`config.mk`:
```
export PLATFORM = sky130hd
export DESIGN_NAME = bsp_test_port
export DESIGN_NICKNAME = d
export VERILOG_FILES = /design/src/bsp_scan_cell.v /design/src/bsp_test_port.v
export VERILOG_INCLUDE_DIRS = /design/src /design/src/src
export SDC_FILE = /design/constraint.sdc
export NUM_CORES = 1
export LEC_CHECK = 0
export BUFFER_PORTS_ARGS = -buffer_cell sky130_fd_sc_hd__buf_4
export CAP_MARGIN = 5
export CORE_MARGIN = 3
export CORE_UTILIZATION = 50
export CTS_CLUSTER_DIAMETER = 30
export DETAILED_ROUTE_END_ITERATION = 16
export PLACE_DENSITY = 0.77
export SKIP_LAST_GASP = 1
export SYNTH_ARGS = -nofsm -noshare
export SYNTH_HDL_FRONTEND = slang
export SYNTH_SLANG_ARGS = --single-unit
export TNS_END_PERCENT = 20
```
`constraint.sdc`:
```
create_clock -name sys_clk -period 4.55 [get_ports sys_clk]
set_input_delay 0 -clock sys_clk [delete_from_list [all_inputs] [get_ports sys_clk]]
set_output_delay 0 -clock sys_clk [all_outputs]
set_load 0.1 [all_outputs]
```
`src/bsp_defs.vh`:
```
`ifndef BSP_DEFS_VH
`define BSP_DEFS_VH

// Test controller states
`define BSP_ST_TLR 4'h0
`define BSP_ST_RTI 4'h1
`define BSP_ST_SEL_DR 4'h2
`define BSP_ST_CAP_DR 4'h3
`define BSP_ST_SHIFT_DR 4'h4
`define BSP_ST_EXIT1_DR 4'h5
`define BSP_ST_PAUSE_DR 4'h6
`define BSP_ST_EXIT2_DR 4'h7
`define BSP_ST_UPD_DR 4'h8
`define BSP_ST_SEL_IR 4'h9
`define BSP_ST_CAP_IR 4'ha
`define BSP_ST_SHIFT_IR 4'hb
`define BSP_ST_EXIT1_IR 4'hc
`define BSP_ST_PAUSE_IR 4'hd
`define BSP_ST_EXIT2_IR 4'he
`define BSP_ST_UPD_IR 4'hf

// Instruction register
`define BSP_IR_W 3
`define BSP_IR_CAPTURE 3'h1
`define BSP_IR_EXTEST 3'h0
`define BSP_IR_SAMPLE 3'h1
`define BSP_IR_HIGHZ 3'h2
`define BSP_IR_IDCODE 3'h5
`define BSP_IR_BYP0 3'h6
`define BSP_IR_BYP1 3'h7

// Register widths
`define BSP_ID_W 32
`define BSP_BSR_LEN 58
`define BSP_IO_N 26
`define BSP_IN_N 5

// Synchroniser vector layout
`define BSP_SYNC_W 35
`define BSP_SY_TCK 0
`define BSP_SY_TMS 1
`define BSP_SY_TDI 2
`define BSP_SY_TRST 3
`define BSP_SY_IN_LSB 4
`define BSP_SY_IO_LSB 9
`define BSP_SYNC_RESET 35'h000000008

// Fixed chain positions
`define BSP_POS_OUT3_CTL 28
`define BSP_POS_OUT3 29

`endif

```
`src/bsp_scan_cell.v`:
```
`timescale 1ns/1ps
`default_nettype none

module bsp_scan_cell (
  input wire sys_clk, // System clock
  input wire rst_n, // Async reset, active low
  input wire capture_en, // Load parallel value
  input wire shift_en, // Shift one stage
  input wire update_en, // Transfer to hold stage
  input wire clear_upd, // Test reset of hold stage
  input wire cap_val, // Parallel capture value
  input wire ser_in, // Serial in from upstream
  output reg ser_q_ff, // Shift stage
  output reg upd_q_ff // Hold stage
);

  // Capture and shift stage
  always @(posedge sys_clk or negedge rst_n)
  begin
    if (!rst_n)
      ser_q_ff <= 1'b0;
    else if (capture_en)
      ser_q_ff <= cap_val;
    else if (shift_en)
      ser_q_ff <= ser_in;
  end

  // Hold stage seen by the pins
  always @(posedge sys_clk or negedge rst_n)
  begin
    if (!rst_n)
      upd_q_ff <= 1'b0;
    else if (clear_upd)
      upd_q_ff <= 1'b0;
    else if (update_en)
      upd_q_ff <= ser_q_ff;
  end

endmodule

`default_nettype wire

```
`src/bsp_test_port.v`:
```
`timescale 1ns/1ps
`default_nettype none

`include "bsp_defs.vh"

module bsp_test_port #(
  parameter [31:0] ID_CODE = 32'h0a5c_3001 // Arbitrary identification value
) (
  input wire sys_clk, // System clock
  input wire rst_n, // Async reset, active low
  input wire tck, // Test clock pin
  input wire tms, // Test mode select pin
  input wire tdi, // Test data in pin
  input wire trst_n, // Optional test reset pin, active low
  output reg tdo_ff, // Test data out level
  output reg tdo_oe_ff, // Test data out driven
  input wire [25:0] io_pad_in, // Two-way pins, level at pad
  output reg [25:0] io_pad_out_ff, // Two-way pins, driven level
  output reg [25:0] io_pad_oe_ff, // Two-way pins, drive enable
  input wire [25:0] io_core_out, // Core data toward two-way pins
  input wire [25:0] io_core_oe, // Core drive enables
  output reg [25:0] io_core_in_ff, // Pin levels toward the core
  input wire out3_core_out, // Core data for the three-state output
  input wire out3_core_oe, // Core enable for the three-state output
  output reg out3_pad_out_ff, // Three-state output level
  output reg out3_pad_oe_ff, // Three-state output enable
  input wire [4:0] in_pad, // Input-only pins
  output reg [4:0] in_core_ff // Input pins toward the core
);

  // Chain position of each two-way pin cell
  function integer io_pos;
    input integer i;
    begin
      if (i < 10)
        io_pos = 2 + 2 * i;
      else if (i < 21)
        io_pos = 34 + 2 * (i - 10);
      else if (i == 21)
        io_pos = 22;
      else if (i == 22)
        io_pos = 23;
      else if (i == 23)
        io_pos = 25;
      else if (i == 24)
        io_pos = 56;
      else
        io_pos = 57;
    end
  endfunction

  // Chain position of the control cell gating each two-way pin
  function integer io_ctl;
    input integer i;
    begin
      if (i < 21)
        io_ctl = io_pos(i) - 1;
      else if (i < 23)
        io_ctl = 21;
      else if (i == 23)
        io_ctl = 24;
      else
        io_ctl = 55;
    end
  endfunction

  // Chain position of each input-only pin cell
  function integer in_pos;
    input integer k;
    begin
      if (k < 2)
        in_pos = 26 + k;
      else
        in_pos = 28 + k;
    end
  endfunction

  // Level counts once second and third stage agree
  function [`BSP_SYNC_W-1:0] agree;
    input [`BSP_SYNC_W-1:0] s2;
    input [`BSP_SYNC_W-1:0] s3;
    input [`BSP_SYNC_W-1:0] lvl;
    begin
      agree = ((s2 ~^ s3) & s3) | ((s2 ^ s3) & lvl);
    end
  endfunction

  // Next state of the test controller
  function [3:0] tap_next;
    input [3:0] st;
    input m;
    begin
      case (st)
        `BSP_ST_TLR: tap_next = m ? `BSP_ST_TLR : `BSP_ST_RTI;
        `BSP_ST_RTI: tap_next = m ? `BSP_ST_SEL_DR : `BSP_ST_RTI;
        `BSP_ST_SEL_DR: tap_next = m ? `BSP_ST_SEL_IR : `BSP_ST_CAP_DR;
        `BSP_ST_CAP_DR: tap_next = m ? `BSP_ST_EXIT1_DR : `BSP_ST_SHIFT_DR;
        `BSP_ST_SHIFT_DR: tap_next = m ? `BSP_ST_EXIT1_DR : `BSP_ST_SHIFT_DR;
        `BSP_ST_EXIT1_DR: tap_next = m ? `BSP_ST_UPD_DR : `BSP_ST_PAUSE_DR;
        `BSP_ST_PAUSE_DR: tap_next = m ? `BSP_ST_EXIT2_DR : `BSP_ST_PAUSE_DR;
        `BSP_ST_EXIT2_DR: tap_next = m ? `BSP_ST_UPD_DR : `BSP_ST_SHIFT_DR;
        `BSP_ST_UPD_DR: tap_next = m ? `BSP_ST_SEL_DR : `BSP_ST_RTI;
        `BSP_ST_SEL_IR: tap_next = m ? `BSP_ST_TLR : `BSP_ST_CAP_IR;
        `BSP_ST_CAP_IR: tap_next = m ? `BSP_ST_EXIT1_IR : `BSP_ST_SHIFT_IR;
        `BSP_ST_SHIFT_IR: tap_next = m ? `BSP_ST_EXIT1_IR : `BSP_ST_SHIFT_IR;
        `BSP_ST_EXIT1_IR: tap_next = m ? `BSP_ST_UPD_IR : `BSP_ST_PAUSE_IR;
        `BSP_ST_PAUSE_IR: tap_next = m ? `BSP_ST_EXIT2_IR : `BSP_ST_PAUSE_IR;
        `BSP_ST_EXIT2_IR: tap_next = m ? `BSP_ST_UPD_IR : `BSP_ST_SHIFT_IR;
        `BSP_ST_UPD_IR: tap_next = m ? `BSP_ST_SEL_DR : `BSP_ST_RTI;
        default: tap_next = `BSP_ST_TLR;
      endcase
    end
  endfunction

  reg [`BSP_SYNC_W-1:0] sy1_ff;
  reg [`BSP_SYNC_W-1:0] sy2_ff;
  reg [`BSP_SYNC_W-1:0] sy3_ff;
  reg [`BSP_SYNC_W-1:0] lvl_ff;
  reg tck_prev_ff;
  reg [3:0] st_ff;
  reg [`BSP_IR_W-1:0] ir_sh_ff;
  reg [`BSP_IR_W-1:0] ir_ff;
  reg byp_ff;
  reg [`BSP_ID_W-1:0] id_sh_ff;
  reg [`BSP_BSR_LEN-1:0] cap_vec;
  reg [3:0] nxt_st;
  reg sel_out;
  wire [`BSP_SYNC_W-1:0] async_in;
  wire [`BSP_SYNC_W-1:0] nxt_lvl;
  wire [`BSP_BSR_LEN-1:0] bsr_q;
  wire [`BSP_BSR_LEN-1:0] bsr_upd;
  wire tck_lvl;
  wire tms_lvl;
  wire tdi_lvl;
  wire trst_act;
  wire tck_rise;
  wire tck_fall;
  wire sel_bsr;
  wire sel_id;
  wire sel_byp;
  wire mode_extest;
  wire mode_highz;
  wire cap_dr;
  wire sh_dr;
  wire upd_dr;
  wire in_tlr;
  integer i;
  integer j;

  // All pins from outside pass three stages
  assign async_in = {io_pad_in, in_pad, trst_n, tdi, tms, tck};
  assign nxt_lvl = agree(sy2_ff, sy3_ff, lvl_ff);

  always @(posedge sys_clk or negedge rst_n)
  begin
    if (!rst_n)
    begin
      sy1_ff <= `BSP_SYNC_RESET;
      sy2_ff <= `BSP_SYNC_RESET;
      sy3_ff <= `BSP_SYNC_RESET;
      lvl_ff <= `BSP_SYNC_RESET;
      tck_prev_ff <= 1'b0;
    end
    else
    begin
      sy1_ff <= async_in;
      sy2_ff <= sy1_ff;
      sy3_ff <= sy2_ff;
      lvl_ff <= nxt_lvl;
      tck_prev_ff <= lvl_ff[`BSP_SY_TCK];
    end
  end

  // Filtered levels and test clock edges
  assign tck_lvl = lvl_ff[`BSP_SY_TCK];
  assign tms_lvl = lvl_ff[`BSP_SY_TMS];
  assign tdi_lvl = lvl_ff[`BSP_SY_TDI];
  assign trst_act = ~lvl_ff[`BSP_SY_TRST];
  assign tck_rise = tck_lvl & ~tck_prev_ff;
  assign tck_fall = ~tck_lvl & tck_prev_ff;

  // Controller advances on test clock rises, steered by mode select only
  always @*
  begin
    nxt_st = st_ff;
    if (tck_rise)
      nxt_st = tap_next(st_ff, tms_lvl);
  end

  always @(posedge sys_clk or negedge rst_n)
  begin
    if (!rst_n)
      st_ff <= `BSP_ST_TLR;
    else if (trst_act)
      st_ff <= `BSP_ST_TLR;
    else
      st_ff <= nxt_st;
  end

  // Strobes for one test clock rise in a given state; in_tlr is the plain state level
  assign in_tlr = (st_ff == `BSP_ST_TLR);
  assign cap_dr = tck_rise & (st_ff == `BSP_ST_CAP_DR);
  assign sh_dr = tck_rise & (st_ff == `BSP_ST_SHIFT_DR);
  assign upd_dr = tck_rise & (st_ff == `BSP_ST_UPD_DR);

  // Instruction shift and active instruction
  always @(posedge sys_clk or negedge rst_n)
  begin
    if (!rst_n)
    begin
      ir_sh_ff <= `BSP_IR_CAPTURE;
      ir_ff <= `BSP_IR_IDCODE;
    end
    else if (trst_act || in_tlr)
    begin
      ir_sh_ff <= `BSP_IR_CAPTURE;
      ir_ff <= `BSP_IR_IDCODE;
    end
    else if (tck_rise)
    begin
      case (st_ff)
        `BSP_ST_CAP_IR: ir_sh_ff <= `BSP_IR_CAPTURE;
        `BSP_ST_SHIFT_IR: ir_sh_ff <= {tdi_lvl, ir_sh_ff[`BSP_IR_W-1:1]};
        `BSP_ST_UPD_IR: ir_ff <= ir_sh_ff;
        default: ir_ff <= ir_ff;
      endcase
    end
  end

  // Instruction decode picks the data register
  assign sel_bsr = (ir_ff == `BSP_IR_EXTEST) |
                   (ir_ff == `BSP_IR_SAMPLE);
  assign sel_id = (ir_ff == `BSP_IR_IDCODE);
  assign sel_byp = ~sel_bsr & ~sel_id;
  assign mode_extest = (ir_ff == `BSP_IR_EXTEST);
  assign mode_highz = (ir_ff == `BSP_IR_HIGHZ);

  // Bypass stage and identification register
  always @(posedge sys_clk or negedge rst_n)
  begin
    if (!rst_n)
    begin
      byp_ff <= 1'b0;
      id_sh_ff <= {`BSP_ID_W{1'b0}};
    end
    else
    begin
      if (cap_dr && sel_byp)
        byp_ff <= 1'b0;
      else if (sh_dr && sel_byp)
        byp_ff <= tdi_lvl;
      if (cap_dr && sel_id)
        id_sh_ff <= ID_CODE;
      else if (sh_dr && sel_id)
        id_sh_ff <= {tdi_lvl, id_sh_ff[`BSP_ID_W-1:1]};
    end
  end

  // Parallel values captured into the boundary chain
  always @*
  begin
    cap_vec = {`BSP_BSR_LEN{1'b0}}; // Linkage cell captures zero
    for (i = 0; i < `BSP_IO_N; i = i + 1)
    begin
      cap_vec[io_pos(i)] = lvl_ff[`BSP_SY_IO_LSB + i];
      cap_vec[io_ctl(i)] = io_core_oe[i];
    end
    for (i = 0; i < `BSP_IN_N; i = i + 1)
      cap_vec[in_pos(i)] = lvl_ff[`BSP_SY_IN_LSB + i];
    cap_vec[`BSP_POS_OUT3_CTL] = out3_core_oe;
    cap_vec[`BSP_POS_OUT3] = out3_core_out;
  end

  // Cells chained with position 0 nearest data out
  genvar g;
  generate
    for (g = 0; g < `BSP_BSR_LEN; g = g + 1)
    begin : chain
      wire ser_in;
      if (g == `BSP_BSR_LEN - 1)
      begin : head
        assign ser_in = tdi_lvl;
      end
      else
      begin : link
        assign ser_in = bsr_q[g + 1];
      end
      bsp_scan_cell u_cell (
        .sys_clk(sys_clk),
        .rst_n(rst_n),
        .capture_en(cap_dr & sel_bsr),
        .shift_en(sh_dr & sel_bsr),
        .update_en(upd_dr & sel_bsr),
        .clear_upd(in_tlr),
        .cap_val(cap_vec[g]),
        .ser_in(ser_in),
        .ser_q_ff(bsr_q[g]),
        .upd_q_ff(bsr_upd[g])
      );
    end
  endgenerate

  // Register in path for the falling-edge data out
  always @*
  begin
    if (st_ff == `BSP_ST_SHIFT_IR)
      sel_out = ir_sh_ff[0];
    else if (sel_bsr)
      sel_out = bsr_q[0];
    else if (sel_id)
      sel_out = id_sh_ff[0];
    else
      sel_out = byp_ff;
  end

  always @(posedge sys_clk or negedge rst_n)
  begin
    if (!rst_n)
    begin
      tdo_ff <= 1'b0;
      tdo_oe_ff <= 1'b0;
    end
    else if (tck_fall)
    begin
      tdo_ff <= sel_out;
      tdo_oe_ff <= (st_ff == `BSP_ST_SHIFT_IR) |
                   (st_ff == `BSP_ST_SHIFT_DR);
    end
  end

  // Pin drive: core path, cell drive, or all released
  always @(posedge sys_clk or negedge rst_n)
  begin
    if (!rst_n)
    begin
      io_pad_out_ff <= 26'h0000000;
      io_pad_oe_ff <= 26'h0000000;
      out3_pad_out_ff <= 1'b0;
      out3_pad_oe_ff <= 1'b0;
    end
    else
    begin
      for (j = 0; j < `BSP_IO_N; j = j + 1)
      begin
        if (mode_highz)
        begin
          io_pad_out_ff[j] <= 1'b0;
          io_pad_oe_ff[j] <= 1'b0;
        end
        else if (mode_extest)
        begin
          io_pad_out_ff[j] <= bsr_upd[io_pos(j)];
          io_pad_oe_ff[j] <= bsr_upd[io_ctl(j)];
        end
        else
        begin
          io_pad_out_ff[j] <= io_core_out[j];
          io_pad_oe_ff[j] <= io_core_oe[j];
        end
      end
      if (mode_highz)
      begin
        out3_pad_out_ff <= 1'b0;
        out3_pad_oe_ff <= 1'b0;
      end
      else if (mode_extest)
      begin
        out3_pad_out_ff <= bsr_upd[`BSP_POS_OUT3];
        out3_pad_oe_ff <= bsr_upd[`BSP_POS_OUT3_CTL];
      end
      else
      begin
        out3_pad_out_ff <= out3_core_out;
        out3_pad_oe_ff <= out3_core_oe;
      end
    end
  end

  // Pin levels handed to the core
  always @(posedge sys_clk or negedge rst_n)
  begin
    if (!rst_n)
    begin
      io_core_in_ff <= 26'h0000000;
      in_core_ff <= 5'h00;
    end
    else
    begin
      io_core_in_ff <= lvl_ff[`BSP_SY_IO_LSB +: `BSP_IO_N];
      in_core_ff <= lvl_ff[`BSP_SY_IN_LSB +: `BSP_IN_N];
    end
  end

endmodule

`default_nettype wire

```
# --- Yosys cells after proc, flatten, opt, wreduce, memory -nomap -nowiden ---
# Index checks and enable logic that the tools add are counted.
classes:
  magnitude_cmp: 50
  n_bitwise: 21
  eq_ne: 19
  n_reduce_logical: 19
  mux: 618
  addsub: 21
ops:
  columns: ["cell", "n"]
  rows:
  - ["$mux W32", 102]
  - ["$lt A32 B8 Y1 const B", 50]
  - ["$sub A32 B2 Y32 const B", 21]
  - ["$mux W1", 448]
  - ["$bmux W1 S6", 50]
  - ["$and A35 B35 Y35", 2]
  - ["$pmux W4 S12", 1]
  - ["$or A35 B35 Y35", 1]
  - ["$xnor A35 B35 Y35", 1]
  - ["$xor A35 B35 Y35", 1]
  - ["$eq A4 B4 Y1 const B", 8]
  - ["$mux W4", 6]
  - ["$mux W3", 7]
  - ["$eq A4 B3 Y1 const B", 4]
  - ["$reduce_bool A2 Y1", 6]
  - ["$and A1 B1 Y1", 9]
  - ["$eq A4 B2 Y1 const B", 2]
  - ["$mux W2", 3]
  - ["$pmux W3 S2", 1]
  - ["$not A1 Y1", 5]
  - ["$eq A4 B1 Y1 const B", 1]
  - ["$logic_and A1 B1 Y1", 4]
  - ["$logic_not A4 Y1", 1]
  - ["$reduce_and A2 Y1", 2]
  - ["10 further kinds", 12]
totals:
  output_inout_bits: 87
  inputBits: 91
  register_bits: 387
  word_cells: 882

# --- Longest topological paths before layout ---
logic_depth:
  depth_word: 11
  mapped_depth: 8
  ltp_nobuf: 4

# --- Hierarchy ---
# A second synthesis with hierarchy kept.
hier_totals:
  hier_cells: 1132
  area_unflattened_um2: 14373.8
by_module_without_submodules:
  columns: ["module", "instances", "seq_area_each_um2", "area_each_um2", "cells_each"]
  rows:
  - ["bsp_test_port", 1, 6790.3, 9584.2, 726]
  - ["bsp_scan_cell", 58, 50.0, 82.6, 7]

# --- Worst setup path after synthesis ---
# No wires, ideal clock.
synth_timing:
  kind: "register to register"
  startpoint: "register tck_prev_ff"
  endpoint: "register chain[10].u_cell.upd_q_ff"
  setup_ps: 121
  path_stages_with_launch: 7
  required_time_ps: 4429
  synth_period_minus_slack_ps: 1688
  n_path_buf: 2
  arrival_ps: 1567
  setup_slack_ps: 2862
  path_cell_list: "dfrtp_1 > and2b_4 > nand2_4 > a2111o_1 > buf_6 > buf_8 > a22o_1"
synth_between:
  elab_chain_cells: 5
synth_lines:
  columns: ["element", "line", "source"]
  rows:
  - ["start, declared", "bsp_test_port.v:119", "reg tck_prev_ff;"]
  - ["start signal, assigned", "bsp_test_port.v:170", "tck_prev_ff <= lvl_ff[`BSP_SY_TCK];"]
  - ["$not A1 Y1", "bsp_test_port.v:179", "assign tck_rise = tck_lvl & ~tck_prev_ff;"]
  - ["$and A1 B1 Y1", "bsp_test_port.v:179", null]
  - ["$and A1 B1 Y1", "bsp_test_port.v:204", "assign upd_dr = tck_rise & (st_ff == `BSP_ST_UPD_DR);"]
  - ["$and A1 B1 Y1", "bsp_test_port.v:293", ".update_en(upd_dr & sel_bsr),"]
  - ["$reduce_bool A2 Y1 (no line)", null, null]
  - ["end signal, assigned", "bsp_scan_cell.v:36", "upd_q_ff <= ser_q_ff;"]
  - ["end, declared", "bsp_scan_cell.v:14", "output reg upd_q_ff"]
# Every way passes these cells.
# A chain may end at the register's enable or synchronous reset.

# --- Worst setup path in the final report ---
layout_timing:
  startpoint: "register st_ff[1]"
  endpoint: "register chain[18].u_cell.ser_q_ff"
layout_between:
  elab_chain_cells: 4
  elab_cells_between_ends: 8
  classes_between: "eq/ne: 2; mux: 1; bitwise: 4; reduce/logical: 1"
layout_lines:
  columns: ["element", "line", "source"]
  rows:
  - ["start, declared", "bsp_test_port.v:120", "reg [3:0] st_ff;"]
  - ["start signal, assigned", "bsp_test_port.v:193", "st_ff <= `BSP_ST_TLR;"]
  - ["start signal, assigned", "bsp_test_port.v:195", "st_ff <= `BSP_ST_TLR;"]
  - ["start signal, assigned", "bsp_test_port.v:197", "st_ff <= nxt_st;"]
  - ["$eq A4 B2 Y1 / $eq A4 B3 Y1 (equally long branches)", null, null]
  - ["$and A1 B1 Y1 (on tied branches)", "bsp_test_port.v:202, bsp_test_port.v:203", null]
  - ["$and A1 B1 Y1 (on tied branches)", "bsp_test_port.v:291, bsp_test_port.v:292", null]
  - ["$mux W1 / $reduce_bool A2 Y1 (equally long branches)", null, null]
  - ["end signal, assigned", "bsp_scan_cell.v:23", "ser_q_ff <= cap_val;"]
  - ["end signal, assigned", "bsp_scan_cell.v:25", "ser_q_ff <= ser_in;"]
  - ["end, declared", "bsp_scan_cell.v:13", "output reg ser_q_ff,"]
# Parallel ways exist; a longest one is shown, timed or not.

==> flow_summary_export.csv <==
group,metric,value,unit
pwr,power_density,529,nW/um^2
sta,slew_headroom,26.7,%
sta,skew,22.4,ps
synthesis,synthFlopType,"dfrtp_1",
cts,clk_path_buf_depth,3,
cells_and_area,drive_above_1_share,23.8,%
cts,cts_root_buf,"clkbuf_16",
synthesis,synth-edff-count,0,
sta,min_period_over_period,63.0,%
die,core-area,27000,sq um
cts,h-tree-depth,3,
cts,cts_resized,0,
sta,setup_ws,1680,ps
cts,cts_tree,"done",
sta,finalHoldViolCount,0,
synthesis,synthCells,1091,
placement,placed_cell_area,15300,sq um
global_route,grt_usage,22.1,%
cts,clkLatencyLatePin,560,ps
sta,final-max-slew-violation-count,0,
die,initial_core_util,51.0,%
critical_path,worstSetupStartpointType,"flop",
global_route,grt-ovfl-total,0,
sta,tightest_slew,1100,ps
synthesis,yosys_warnings,0,
drt,vias,9614,
critical_path,slowest_stage,"dfrtp_1",
synthesis,synth-seq-area-share,69.2,%
drt,avgRoutedWirePerCell,18.5,um
die,io_pins,178,
critical_path,reg2reg_from,"st_ff[1]",
cells_and_area,synthToLayoutAreaGrowth,35.9,%
sta,min_period,2870,ps
sta,rsz0062_at_grt,"no",
critical_path,criticalPathCategory,"flop to flop",
pwr,p_leak,8.87,nW
synthesis,synthesis.nets,1217,
drt,wirelength,32.7,mm
critical_path,cp_common_cell,"buf_4",
critical_path,r2r_slack,1680,ps
cts,cts_buffers,72,
cts,post-cts-setup-buffers,0,
critical_path,cpPeakStageDelay,790,ps
critical_path,cp.required,5000,ps
die,dieArea,29600,sq um
cells_and_area,utilization,69.4,%
sta,fin_setup_tns,0,ps
drt,dr.pass1.iters,5,
placement,place.gp.congestion,0.779,
placement,post-place-ws,1850,ps
critical_path,cp.arrival,3310,ps
run,maxCapViolCount,0,
pwr,power,9.92,mW
synthesis,syn-cell-area,13800,sq um
global_route,antenna_found_initial,3,
sta,fmax,0.349,GHz
critical_path,critPathCaptureType,"flop",
synthesis,async_reset_ff_share,100,%
cts,cts.sinks,381,
global_route,grt_pass1_wl,52.0,mm
critical_path,crit_chain,"nand4bb_4 > buf_4 > nor4_4 > buf_4 > o22ai_1 > o21ai_0",
die,die_w,172,um
drt,detail_route.vias_per_cell,5.43,
cells_and_area,fin_area,18700,sq um
cts,path_clk_slew,50,ps
global_route,grt_pass1_vias,9878,
synthesis,synth_seq_cells,381,
drt,route.detailed.drc,0,
drt,dr.first_iter.drc_count,772,
synthesis,syn_avg_cell_area,12.6,sq um
placement,dp.final_hpwl,18.0,mm
min_path,hp-class,"input pin to async pin",
drt,ant_nets,0,
outcome,status,"complete, no violations",
die,core.rowCount,60,
critical_path,cp_max_fo,57,
placement,portBuffers,177,
global_route,grt_max_degree,120,
pwr,ir_worst_vdd,0.000311,V
cells_and_area,nets,1494,
synthesis,ys_types,53,
sta,setup_viol,0,
die,die_y,172,um
critical_path,critical_path.startpoint,"st_ff[1]",
==> stage by stage <==
stage | std cells | hold WS (ps)
after floorplan | 1091 | -296
after global placement | 1545 | 110
after detailed placement | 1545 | 111
after CTS | 1767 | 64.5
after global routing | 1770 | 89.3
final | 1770 | 60.3
==> worst max-delay path: cells and delay by family, from the launching register on <==
kind | cells | cell delay [ps]
DFF | 1 | 790
and+or+nand+nor | 2 | 510
AOI/OAI and AO/OA | 2 | 470
buffers and inverters | 2 | 960
==> where the power goes <==
group	total (mW)	internal [mW]	switching, mW
clock	5.40	3.58	1.82
sequential	3.64	3.54	0.103
combinational	0.874	0.239	0.635
==> final timing paths <==
check,depth (start not counted),endpoint
max,6,chain[18].u_cell.ser_q_ff
min,2,chain[16].u_cell.upd_q_ff
max reg2reg,6,chain[18].u_cell.ser_q_ff
min reg2reg,0,sy2_ff[22]
max in group asynchronous,3,sy2_ff[13]
min in group sys_clk,2,sy1_ff[28]
==> repair_timing <==
item                       4_1_cts  5_1_grt
hold endpoints to repair       220        0
hold buffers                    90        0
setup endpoints to repair        0        0
==> routing by layer <==
metal  share of wire (%)  vias to the layer above  routed length [um]  global-route usage [%]
li1                    -                     4378                   -                       -
met1                  42                     4834               13800                    29.5
met2                  49                      333               16100                    36.1
met3                 5.9                       67                1920                    4.41
met4                 2.5                        2                 818                    8.68
met5               0.021                        -                   7                       0
==> area by class of cell <==
class / instances / area (sq um)
fill: 1737 / 8280
clock inverter: 42 / 520
inverter: 5 / 18.8
antenna: 3 / 7.51
clock buffer: 90 / 2010
multi-input combinational: 632 / 3880
sequential: 381 / 9540
tap: 341 / 427
timing repair buffer: 276 / 2330
==> layout by cell type, fill, tap and decap left out, types with 8 or more instances in the layout <==
cell           instances
a21o_1                36
dfrtp_1              373
clkinv_4              10
clkbuf_16             74
nand2_1              173
o21ai_0              114
o21ai_1               33
buf_4                183
nand2b_1              54
o22ai_1               57
nor2_1                15
dlygate4sd3_1         90
ha_1                  35
clkbuf_8              10
a22o_1                58
inv_6                  8
==> cells in the mapped netlist (2+ instances only) <==
cell | n | area share, %
ha_1 | 35 | 3.2
and3b_1 | 2 | 0.13
a21oi_1 | 7 | 0.25
nand2_1 | 173 | 4.7
a211oi_1 | 2 | 0.11
nand2b_1 | 54 | 2.4
o21ai_0 | 114 | 4.1
or2_1 | 2 | 0.091
buf_4 | 4 | 0.22
o21ai_1 | 33 | 1.2
a21o_1 | 36 | 2.0
a31oi_1 | 2 | 0.091
mux2i_1 | 3 | 0.22
mux2_2 | 2 | 0.16
nor3_1 | 2 | 0.073
o211ai_1 | 2 | 0.11
o22ai_1 | 57 | 2.6
a22o_2 | 2 | 0.15
dfstp_2 | 7 | 1.3
a22o_1 | 58 | 3.7
inv_1 | 5 | 0.14
buf_8 | 5 | 0.54
nor2b_1 | 3 | 0.14
buf_2 | 27 | 0.98
nor4_4 | 2 | 0.31
clkbuf_1 | 36 | 0.98
dfrtp_1 | 374 | 68
nand3_1 | 2 | 0.073
nor3b_2 | 2 | 0.18
nor2_1 | 15 | 0.41
==> sequential cells by signal, indices dropped and copies added (netlist names), 4 cells and up <==
name,count
chain.u_cell.ser_q_ff,58
id_sh_ff,32
sy1_ff,35
lvl_ff,35
sy3_ff,35
sy2_ff,35
chain.u_cell.upd_q_ff,52
io_pad_oe_ff,26
io_core_in_ff,26
st_ff,4
io_pad_out_ff,26
in_core_ff,5
==> kinds of logic (layout without fill, tap and decap cells) <==
| logic type | Yosys count | count (layout) | share of synthesized area [%] |
|---|---|---|---|
| simple gates | 267 | 267 | 9.19 |
| flops | 381 | 381 | 69.2 |
| fa+ha+maj | 35 | 35 | 3.18 |
| mux | 5 | 5 | 0.381 |
| buf+inv | 78 | 413 | 2.94 |
| other cells | 0 | 3 | 0 |
| compound gates | 325 | 325 | 15.1 |
No activity file was read; power rests on OpenSTA's default activity.
